$ cat src/cfg_port_consts.vh
`ifndef CFG_PORT_CONSTS_VH
`define CFG_PORT_CONSTS_VH

// ----------------------------------------------------------------------------
// clock and synchroniser
// ----------------------------------------------------------------------------
`define CFG_CLK_NS 25
`define CFG_SYNC_LAG 2

// ----------------------------------------------------------------------------
// request glitch rejection
// ----------------------------------------------------------------------------
`define CFG_REQ_REJECT_NS 25
`define CFG_REQ_REJECT_CYC (`CFG_REQ_REJECT_NS / `CFG_CLK_NS)

// ----------------------------------------------------------------------------
// ready handshake low time, bounded by the smallest part's maximum
// ----------------------------------------------------------------------------
`define CFG_READY_LOW_MAX_US 55
`define CFG_READY_LOW_MAX_CYC (`CFG_READY_LOW_MAX_US * 1000 / `CFG_CLK_NS)
`define CFG_CLEAR_CYC (`CFG_READY_LOW_MAX_CYC / 2)

// ----------------------------------------------------------------------------
// master start-up timing, counted after the synchroniser lag
// ----------------------------------------------------------------------------
`define CFG_CS_MIN_NS 100
`define CFG_CS_DLY_CYC ((`CFG_CS_MIN_NS + `CFG_CLK_NS - 1) / `CFG_CLK_NS - `CFG_SYNC_LAG)
`define CFG_MCLK_MIN_NS 750
`define CFG_MCLK_DLY_CYC ((`CFG_MCLK_MIN_NS + `CFG_CLK_NS - 1) / `CFG_CLK_NS - `CFG_SYNC_LAG)
// half period must exceed the synchroniser lag, else pin b is read as the fall moves it
`define CFG_MCLK_HALF_CYC 3

// ----------------------------------------------------------------------------
// flash read command
// ----------------------------------------------------------------------------
`define CFG_READ_CMD 8'h03
`define CFG_CMD_BYTES 3'h4

`endif

$ cat src/cfg_link_shifter.v
`timescale 1ns/100ps
`default_nettype none

module cfg_link_shifter (
  input wire ref_clk,
  input wire srst,
  input wire clear,
  input wire [7:0] preloadByte,
  input wire sampleEn,
  input wire launchEn,
  input wire bitIn,
  input wire [7:0] nextByte,
  output wire bitOut,
  output reg [7:0] rxByte,
  output reg byteValid
);

  reg [6:0] rxShift;
  reg [7:0] txShift;
  reg [2:0] bitCnt;

  assign bitOut = txShift[7];

  always @(posedge ref_clk) begin
    if (srst) begin
      rxShift <= 7'h00;
      txShift <= 8'h00;
      bitCnt <= 3'h0;
      rxByte <= 8'h00;
      byteValid <= 1'b0;
    end else if (clear) begin
      rxShift <= 7'h00;
      txShift <= preloadByte;
      bitCnt <= 3'h0;
      byteValid <= 1'b0;
    end else begin
      byteValid <= 1'b0;
      if (sampleEn) begin
        rxShift <= {rxShift[5:0], bitIn};
        bitCnt <= bitCnt + 3'h1;
        if (bitCnt == 3'h7) begin
          rxByte <= {rxShift, bitIn};
          byteValid <= 1'b1;
        end
      end
      // a launch at a byte boundary brings in the next byte's first bit
      if (launchEn) begin
        if (bitCnt == 3'h0) begin
          txShift <= nextByte;
        end else begin
          txShift <= {txShift[6:0], 1'b0};
        end
      end
    end
  end

endmodule // cfg_link_shifter

`default_nettype wire

$ cat src/config_port_spi_sequencer.v
`timescale 1ns/100ps
`default_nettype none
`include "cfg_port_consts.vh"

module config_port_spi_sequencer (
  input wire ref_clk,
  input wire srst,
  input wire configRequestN,
  input wire masterModeSel,
  input wire readyIn,
  output wire readyOe,
  output wire readyPullupEn,
  output wire doneOe,
  input wire serialClockIn,
  output reg serialClockOut,
  output wire serialClockOe,
  input wire slaveSelectN,
  output reg flashSelectN,
  output wire flashSelectOe,
  input wire serialPinAIn,
  output wire serialPinAOut,
  output wire serialPinAOe,
  input wire serialPinBIn,
  output wire serialPinBOut,
  output wire serialPinBOe,
  input wire cfgLoadDone,
  output wire [7:0] cfgData,
  output wire cfgDataValid,
  output wire cfgBusy
);

  // --------------------------------------------------------------------------
  // constants
  // --------------------------------------------------------------------------
  localparam [2:0] S_IDLE = 3'h0;
  localparam [2:0] S_CLEAR = 3'h1;
  localparam [2:0] S_WAIT = 3'h2;
  localparam [2:0] S_LEAD = 3'h3;
  localparam [2:0] S_LOAD = 3'h4;
  localparam [2:0] S_STARTUP = 3'h5;

  localparam I_REQ = 0;
  localparam I_RDY = 1;
  localparam I_CLK = 2;
  localparam I_SEL = 3;
  localparam I_PA = 4;
  localparam I_PB = 5;
  localparam I_MODE = 6;

  localparam integer REJECT_CYC = `CFG_REQ_REJECT_CYC;
  localparam integer CLEAR_CYC = `CFG_CLEAR_CYC - 1;
  localparam integer CS_CYC = `CFG_CS_DLY_CYC;
  localparam integer MCLK_CYC = `CFG_MCLK_DLY_CYC;
  localparam integer DIV_CYC = `CFG_MCLK_HALF_CYC - 1;
  localparam [1:0] REJECT_LAST = REJECT_CYC[1:0];
  localparam [11:0] CLEAR_LAST = CLEAR_CYC[11:0];
  localparam [11:0] CS_LAST = CS_CYC[11:0];
  localparam [11:0] MCLK_LAST = MCLK_CYC[11:0];
  localparam [3:0] DIV_LAST = DIV_CYC[3:0];

  // --------------------------------------------------------------------------
  // pin synchronisers
  // --------------------------------------------------------------------------
  reg [6:0] pinMeta;
  reg [6:0] pinSync;
  reg linkClkPrev;

  always @(posedge ref_clk) begin
    if (srst) begin
      // link clock bit resets to its idle low level, so no false edge follows reset
      pinMeta <= 7'h7b;
      pinSync <= 7'h7b;
      linkClkPrev <= 1'b0;
    end else begin
      pinMeta <= {masterModeSel, serialPinBIn, serialPinAIn, slaveSelectN,
                  serialClockIn, readyIn, configRequestN};
      pinSync <= pinMeta;
      linkClkPrev <= pinSync[I_CLK];
    end
  end

  wire linkRise = pinSync[I_CLK] & ~linkClkPrev;
  wire linkFall = ~pinSync[I_CLK] & linkClkPrev;

  // --------------------------------------------------------------------------
  // request glitch filter
  // --------------------------------------------------------------------------
  reg [1:0] reqLowCnt;
  reg reqStart;

  always @(posedge ref_clk) begin
    if (srst) begin
      reqLowCnt <= 2'h0;
      reqStart <= 1'b0;
    end else if (pinSync[I_REQ]) begin
      reqLowCnt <= 2'h0;
      reqStart <= 1'b0;
    end else begin
      if (reqLowCnt != 2'h3) begin
        reqLowCnt <= reqLowCnt + 2'h1;
      end
      // one pulse per low period, only once it outlasts the reject window
      reqStart <= (reqLowCnt == REJECT_LAST);
    end
  end

  // --------------------------------------------------------------------------
  // sequencer
  // --------------------------------------------------------------------------
  reg [2:0] state;
  reg [11:0] cnt;
  reg modeMaster;

  always @(posedge ref_clk) begin
    if (srst) begin
      state <= S_IDLE;
      cnt <= 12'h000;
      modeMaster <= 1'b0;
    end else if (reqStart) begin
      state <= S_CLEAR;
      cnt <= 12'h000;
      modeMaster <= pinSync[I_MODE];
    end else begin
      cnt <= cnt + 12'h001;
      case (state)
        S_IDLE: begin
          cnt <= 12'h000;
        end
        S_CLEAR: begin
          if (cnt == CLEAR_LAST) begin
            state <= S_WAIT;
            cnt <= 12'h000;
          end
        end
        S_WAIT: begin
          cnt <= 12'h000;
          if (pinSync[I_RDY]) begin
            state <= modeMaster ? S_LEAD : S_LOAD;
          end
        end
        S_LEAD: begin
          if (cnt == MCLK_LAST) begin
            state <= S_LOAD;
            cnt <= 12'h000;
          end
        end
        S_LOAD: begin
          cnt <= 12'h000;
          if (cfgLoadDone) begin
            state <= S_STARTUP;
          end
        end
        S_STARTUP: begin
          cnt <= 12'h000;
        end
        default: begin
          state <= S_IDLE;
          cnt <= 12'h000;
        end
      endcase
    end
  end

  wire loading = (state == S_LOAD);
  wire masterLoad = modeMaster & loading;
  wire slaveActive = ~modeMaster & loading & ~pinSync[I_SEL];

  // --------------------------------------------------------------------------
  // handshake pins
  // --------------------------------------------------------------------------
  assign readyOe = (state == S_CLEAR);
  assign readyPullupEn = (state == S_WAIT) | (state == S_LEAD) | loading;
  assign doneOe = (state != S_STARTUP);
  assign cfgBusy = (state != S_IDLE) & (state != S_STARTUP);

  // --------------------------------------------------------------------------
  // master clock and flash select
  // --------------------------------------------------------------------------
  reg [3:0] divCnt;
  wire divTick = masterLoad & (divCnt == 4'h0);

  always @(posedge ref_clk) begin
    if (srst) begin
      divCnt <= 4'h0;
      serialClockOut <= 1'b0;
      flashSelectN <= 1'b1;
    end else begin
      if (!masterLoad) begin
        divCnt <= 4'h0;
        serialClockOut <= 1'b0;
      end else begin
        divCnt <= (divCnt == DIV_LAST) ? 4'h0 : divCnt + 4'h1;
        if (divTick) begin
          serialClockOut <= ~serialClockOut;
        end
      end
      if (reqStart || (state == S_STARTUP) || !modeMaster) begin
        flashSelectN <= 1'b1;
      end else if (state == S_LEAD && cnt == CS_LAST) begin
        flashSelectN <= 1'b0;
      end
    end
  end

  wire masterRise = divTick & ~serialClockOut;
  wire masterFall = divTick & serialClockOut;

  assign serialClockOe = masterLoad;
  assign flashSelectOe = modeMaster & ((state == S_LEAD) | loading);

  // --------------------------------------------------------------------------
  // serial data path
  // --------------------------------------------------------------------------
  reg [2:0] cmdIdx;
  wire [7:0] rxByte;
  wire rxValid;
  wire txBit;
  wire shiftClear = modeMaster ? ~loading : pinSync[I_SEL];
  wire sampleEn = modeMaster ? masterRise : (slaveActive & linkRise);
  wire launchEn = modeMaster ? masterFall : (slaveActive & linkFall);
  wire rxBit = modeMaster ? pinSync[I_PB] : pinSync[I_PA];
  wire [7:0] masterByte = (cmdIdx == 3'h0) ? `CFG_READ_CMD : 8'h00;
  wire [7:0] statusByte = {5'h00, state};
  wire [7:0] txByte = modeMaster ? masterByte : statusByte;

  cfg_link_shifter shifter (
    .ref_clk(ref_clk),
    .srst(srst),
    .clear(shiftClear),
    .preloadByte(txByte),
    .sampleEn(sampleEn),
    .launchEn(launchEn),
    .bitIn(rxBit),
    .nextByte(txByte),
    .bitOut(txBit),
    .rxByte(rxByte),
    .byteValid(rxValid)
  );

  // command bytes are counted so their echoes are not passed on as data
  always @(posedge ref_clk) begin
    if (srst || !loading) begin
      cmdIdx <= 3'h0;
    end else if (masterLoad && rxValid && cmdIdx != `CFG_CMD_BYTES) begin
      cmdIdx <= cmdIdx + 3'h1;
    end
  end

  assign serialPinAOut = txBit;
  assign serialPinAOe = masterLoad;
  assign serialPinBOut = txBit;
  assign serialPinBOe = slaveActive;

  assign cfgData = rxByte;
  assign cfgDataValid = rxValid & (~modeMaster | (cmdIdx == `CFG_CMD_BYTES));

endmodule // config_port_spi_sequencer

`default_nettype wire

$ cat config.mk
export PLATFORM = sky130hd
export DESIGN_NAME = config_port_spi_sequencer
export DESIGN_NICKNAME = d
export VERILOG_FILES = /design/src/cfg_link_shifter.v /design/src/config_port_spi_sequencer.v
export VERILOG_INCLUDE_DIRS = /design/src /design/src/src
export SDC_FILE = /design/constraint.sdc
export NUM_CORES = 1
export LEC_CHECK = 0
export ABC_AREA = 0
export ABC_CLOCK_PERIOD_IN_PS = 1900
export BUFFER_PORTS_ARGS = -buffer_cell sky130_fd_sc_hd__buf_2
export CORE_ASPECT_RATIO = 0.9
export CORE_MARGIN = 2
export CORE_UTILIZATION = 53
export DETAILED_ROUTE_END_ITERATION = 12
export HOLD_SLACK_MARGIN = 0.1
export PLACE_DENSITY = 0.73
export SLEW_MARGIN = 20
export SYNTH_ARGS = -nofsm -noshare
export SYNTH_HDL_FRONTEND = slang
export SYNTH_SLANG_ARGS = --single-unit
$ cat constraint.sdc
create_clock -name ref_clk -period 1.9 [get_ports ref_clk]
set_input_delay 0.19 -clock ref_clk [delete_from_list [all_inputs] [get_ports ref_clk]]
set_output_delay 0.19 -clock ref_clk [all_outputs]
set_load 0.01 [all_outputs]
==> reports/qor.csv <==
stage,metric,value,unit
finish,area_growth,17.8,%
synth,netlist_instances,345,
drt,dr.pass1.iters,4,
synth,synth_flop_cell,dfxtp_1,
status,outcome,finished clean,
timing,tns,0,ps
worst_setup_path,path_buf_inv,2,
worst_setup_path,reg2reg_from,divCnt[0],
place,gp_congestion,0.810,
worst_setup_path,worstPathArrival,1620,ps
drt,drt_iter0_drc,175,
synth,syn-num-nets,368,
floorplanning,io_pins,31,
worst_setup_path,r2r_cells,6,
floorplanning,fp.dieArea,6580,um2
drt,totalWireLength,6.20,mm
worst_setup_path,endpoint_kind,primary output,
grt,track_usage,20.1,%
synth,synth-edff-count,0,
job,cap_violations,0,
cts,cts_tree,done,
drt,avgViaCountPerCell,5.51,
hold_path,hold_end,modeMaster,
power_and_ir_drop,power.share.clock,40.3,%
floorplanning,core,5730,um2
grt,grt_pass1_vias,2406,
timing,fmax,553,MHz
power_and_ir_drop,p_per_area,704,nW/um2
drt,vias,2596,
worst_setup_path,rrSetupSlack,200,ps
cts,clockBufferDepth,2,
worst_setup_path,crit_family,flip-flops,
synth,synth_top_area_share,44.5,%
hold_path,min_from,srst,
power_and_ir_drop,swShare,22.5,%
synth,ys_seq_area_share,44.5,%
finish,seq_area,1400,um2
hold_path,holdPathStages,2,
synth,synth_top_cell_by_area,dfxtp_1,
cts,cts-root-buf,clkbuf_8,
worst_setup_path,slowest_delay,400,ps
grt,grt_start_max_net_pins,29,
synth,ys_warn_count,0,
finish,nNetsFinal,419,
power_and_ir_drop,power.switching,0.588,mW
place,port_buffers,30,
cts,cts_max_level,3,
worst_setup_path,worstPathRequired,1710,ps
finish,multi_input_area,1560,um2
drt,drt-wirelength-per-cell,13.2,um
power_and_ir_drop,seqPwrFrac,56.9,%
timing,skew,10.6,ps
timing,hold_ws,195,ps
worst_setup_path,cp-start-kind,flop,
timing,slew_viol_final,0,
floorplanning,die_w,85.3,um
place,place_area,3460,um2
synth,ys_ff_latch,70,
worst_setup_path,cpMaxStageDelayCell,dfxtp_2,
cts,clk_pin_slew,80,ps
synth,async_reset_ff_share,0,%
finish,stdcell_area,3710,um2
power_and_ir_drop,total_power,2.62,mW
synth,ys_top_cells_by_area,"dfxtp_1 (44%), ha_1 (5.2%), o21ai_0 (3.7%)",
worst_setup_path,path_class,flop to primary output,
power_and_ir_drop,p_int,2.03,mW
timing,relSlewSlack,68.5,%
floorplanning,initial_utilization,55.0,%
drt,ant_nets,0,
floorplanning,die_h,77.2,um
finish,drive_gt1_share,24.4,%
synth,synth.cell_area,3150,um2
synth,synth.distinct_cells,54,
hold_path,hold_path_class,input port to flop,
worst_setup_path,crit_chain,"buf_4, nor2b_1, nand2_2, a21boi_1, buf_2",
finish,final_cell_count_no_fill,471,
grt,grt_overflow_total,0,
power_and_ir_drop,pwr-share-comb,2.8,%
timing,setup-violations-final,0,
finish,nFillCells,483,
place,placed_cells,448,
timing,tightest_slew,469,ps
grt,antenna_found_initial,0,
cts,post_cts_buffers,0,
finish,diodes,0,
synth,syn_area_per_cell,9.14,um2
cts,numCtsBuffers,9,
drt,drc_errors,0,
timing,post-route-min-period,1810,ps
worst_setup_path,r2r_end,shifter.rxByte[5],
grt,grt_pass1_wl,10.6,mm
worst_setup_path,cp_max_fo,8,
power_and_ir_drop,ir_drop,0.609,mV
floorplanning,std_cell_rows,26,
timing,finalCritPeriodShare,95.1,%
place,dp_hpwl,4.35,mm
power_and_ir_drop,p_leak,1.42,nW
cts,cts_sinks,70,
timing,finalHoldViolCount,0,
cts,clkLatencyLatePin,340,ps
timing,rsz0062_at_grt,no,
metrics by stage:
step	utilization, %	setup WS (ps)
final	64.9	93.1
after global routing	64.9	4.04
after CTS	64.7	6.31
after detailed placement	60.4	207
after global placement	60.4	253
after floorplan	-	277
cell type report:
type	instances	share of cell area [%]
Clock buffer	11	3.81
Clock inverter	5	0.943
Inverter	24	2.43
Multi-Input combinational cell	230	41.9
Sequential cell	70	37.8
Tap cell	70	2.36
Timing Repair Buffer	61	10.8
registers in the layout (all words and copies together), names as in the netlist, 3 cells and up:
name,flops
cmdIdx,3
cnt,12
divCnt,4
pinMeta,7
pinSync,7
shifter.bitCnt,3
shifter.rxByte,8
shifter.rxShift,7
shifter.txShift,8
state,3
cells in the mapped netlist, types with 4 or more instances:
master    count
mux2i_1       4
xnor2_1      10
nor2_1       23
o21ai_0      23
clkbuf_1      9
nor2b_1      11
a31oi_1       4
xor2_1        6
dfxtp_1      70
nand2_1      11
a21oi_1      19
a311oi_1      8
buf_2         5
nor3_1        9
nand3_1      15
ha_1         13
nor4_1        5
a31o_2        7
buf_4         5
inv_1        24
nand4_1       9
or2_2        12
layer usage:
metal | GRT usage (%) | vias up | routed length, um
met2 | 31.0 | 70 | 2800
met3 | 5.38 | 12 | 364
li1 | - | 1319 | -
met4 | 8.57 | 0 | 114
met5 | 0 | - | 0
met1 | 26.5 | 1195 | 2920
worst reg2reg max path: stages (launching register included):
cell and delay (ps):
dfxtp_1 380, inv_1 80, ha_1 190, nor3b_2 150, a32o_1 210, and3_1 300, a31o_2 290
layout by cell type, fill, tap and decap left out, types with 4 or more instances in the layout:
| master | instances |
|---|---|
| a21oi_1 | 19 |
| a311oi_1 | 8 |
| a31o_2 | 7 |
| a31oi_1 | 4 |
| buf_2 | 30 |
| buf_4 | 24 |
| clkbuf_8 | 10 |
| dfxtp_1 | 69 |
| dlygate4sd3_1 | 7 |
| ha_1 | 13 |
| inv_1 | 24 |
| mux2i_1 | 4 |
| nand2_1 | 10 |
| nand3_1 | 15 |
| nand4_1 | 9 |
| nor2_1 | 23 |
| nor2b_1 | 11 |
| nor3_1 | 8 |
| nor4_1 | 5 |
| o21ai_0 | 23 |
| or2_2 | 12 |
| xnor2_1 | 10 |
| xor2_1 | 6 |
worst max-delay path by stage:
stage	from	depth (start not counted)	slack, ps	end
after floorplan	divCnt[0]	7	280	shifter.rxByte[1]
after global placement	state[2]	4	250	shifter.txShift[2]
after detailed placement	divCnt[0]	6	210	shifter.rxByte[1]
after CTS	state[2]	5	6	serialPinBOe
after global routing	state[2]	5	4	flashSelectOe
final	state[2]	5	90	flashSelectOe
repair_timing:
action | 4_1_cts | 5_1_grt
gates resized for setup | 2 | 3
hold buffers | 7 | 0
hold endpoints to repair | 7 | 0
pin swaps | 0 | 0
endpoints found under the setup margin | 2 | 4
kinds of logic after synthesis:
group	share of synthesized area, %
flops	44.5
xor+xnor	4.45
compound gates	17.2
mux	2.10
simple gates	20.2
buf+inv	6.39
fa+ha+maj	5.16
power groups by stage:
stage	combinational, mW	sequential [mW]	clock, mW
final	0.0726	1.49	1.05
after detailed placement	0.0612	1.52	0
after floorplan	0.0392	1.52	0
after CTS	0.0720	1.49	1.09
after global placement	0.0603	1.52	0
after global routing	0.0799	1.49	1.14
No activity file was read; power rests on OpenSTA's default activity.
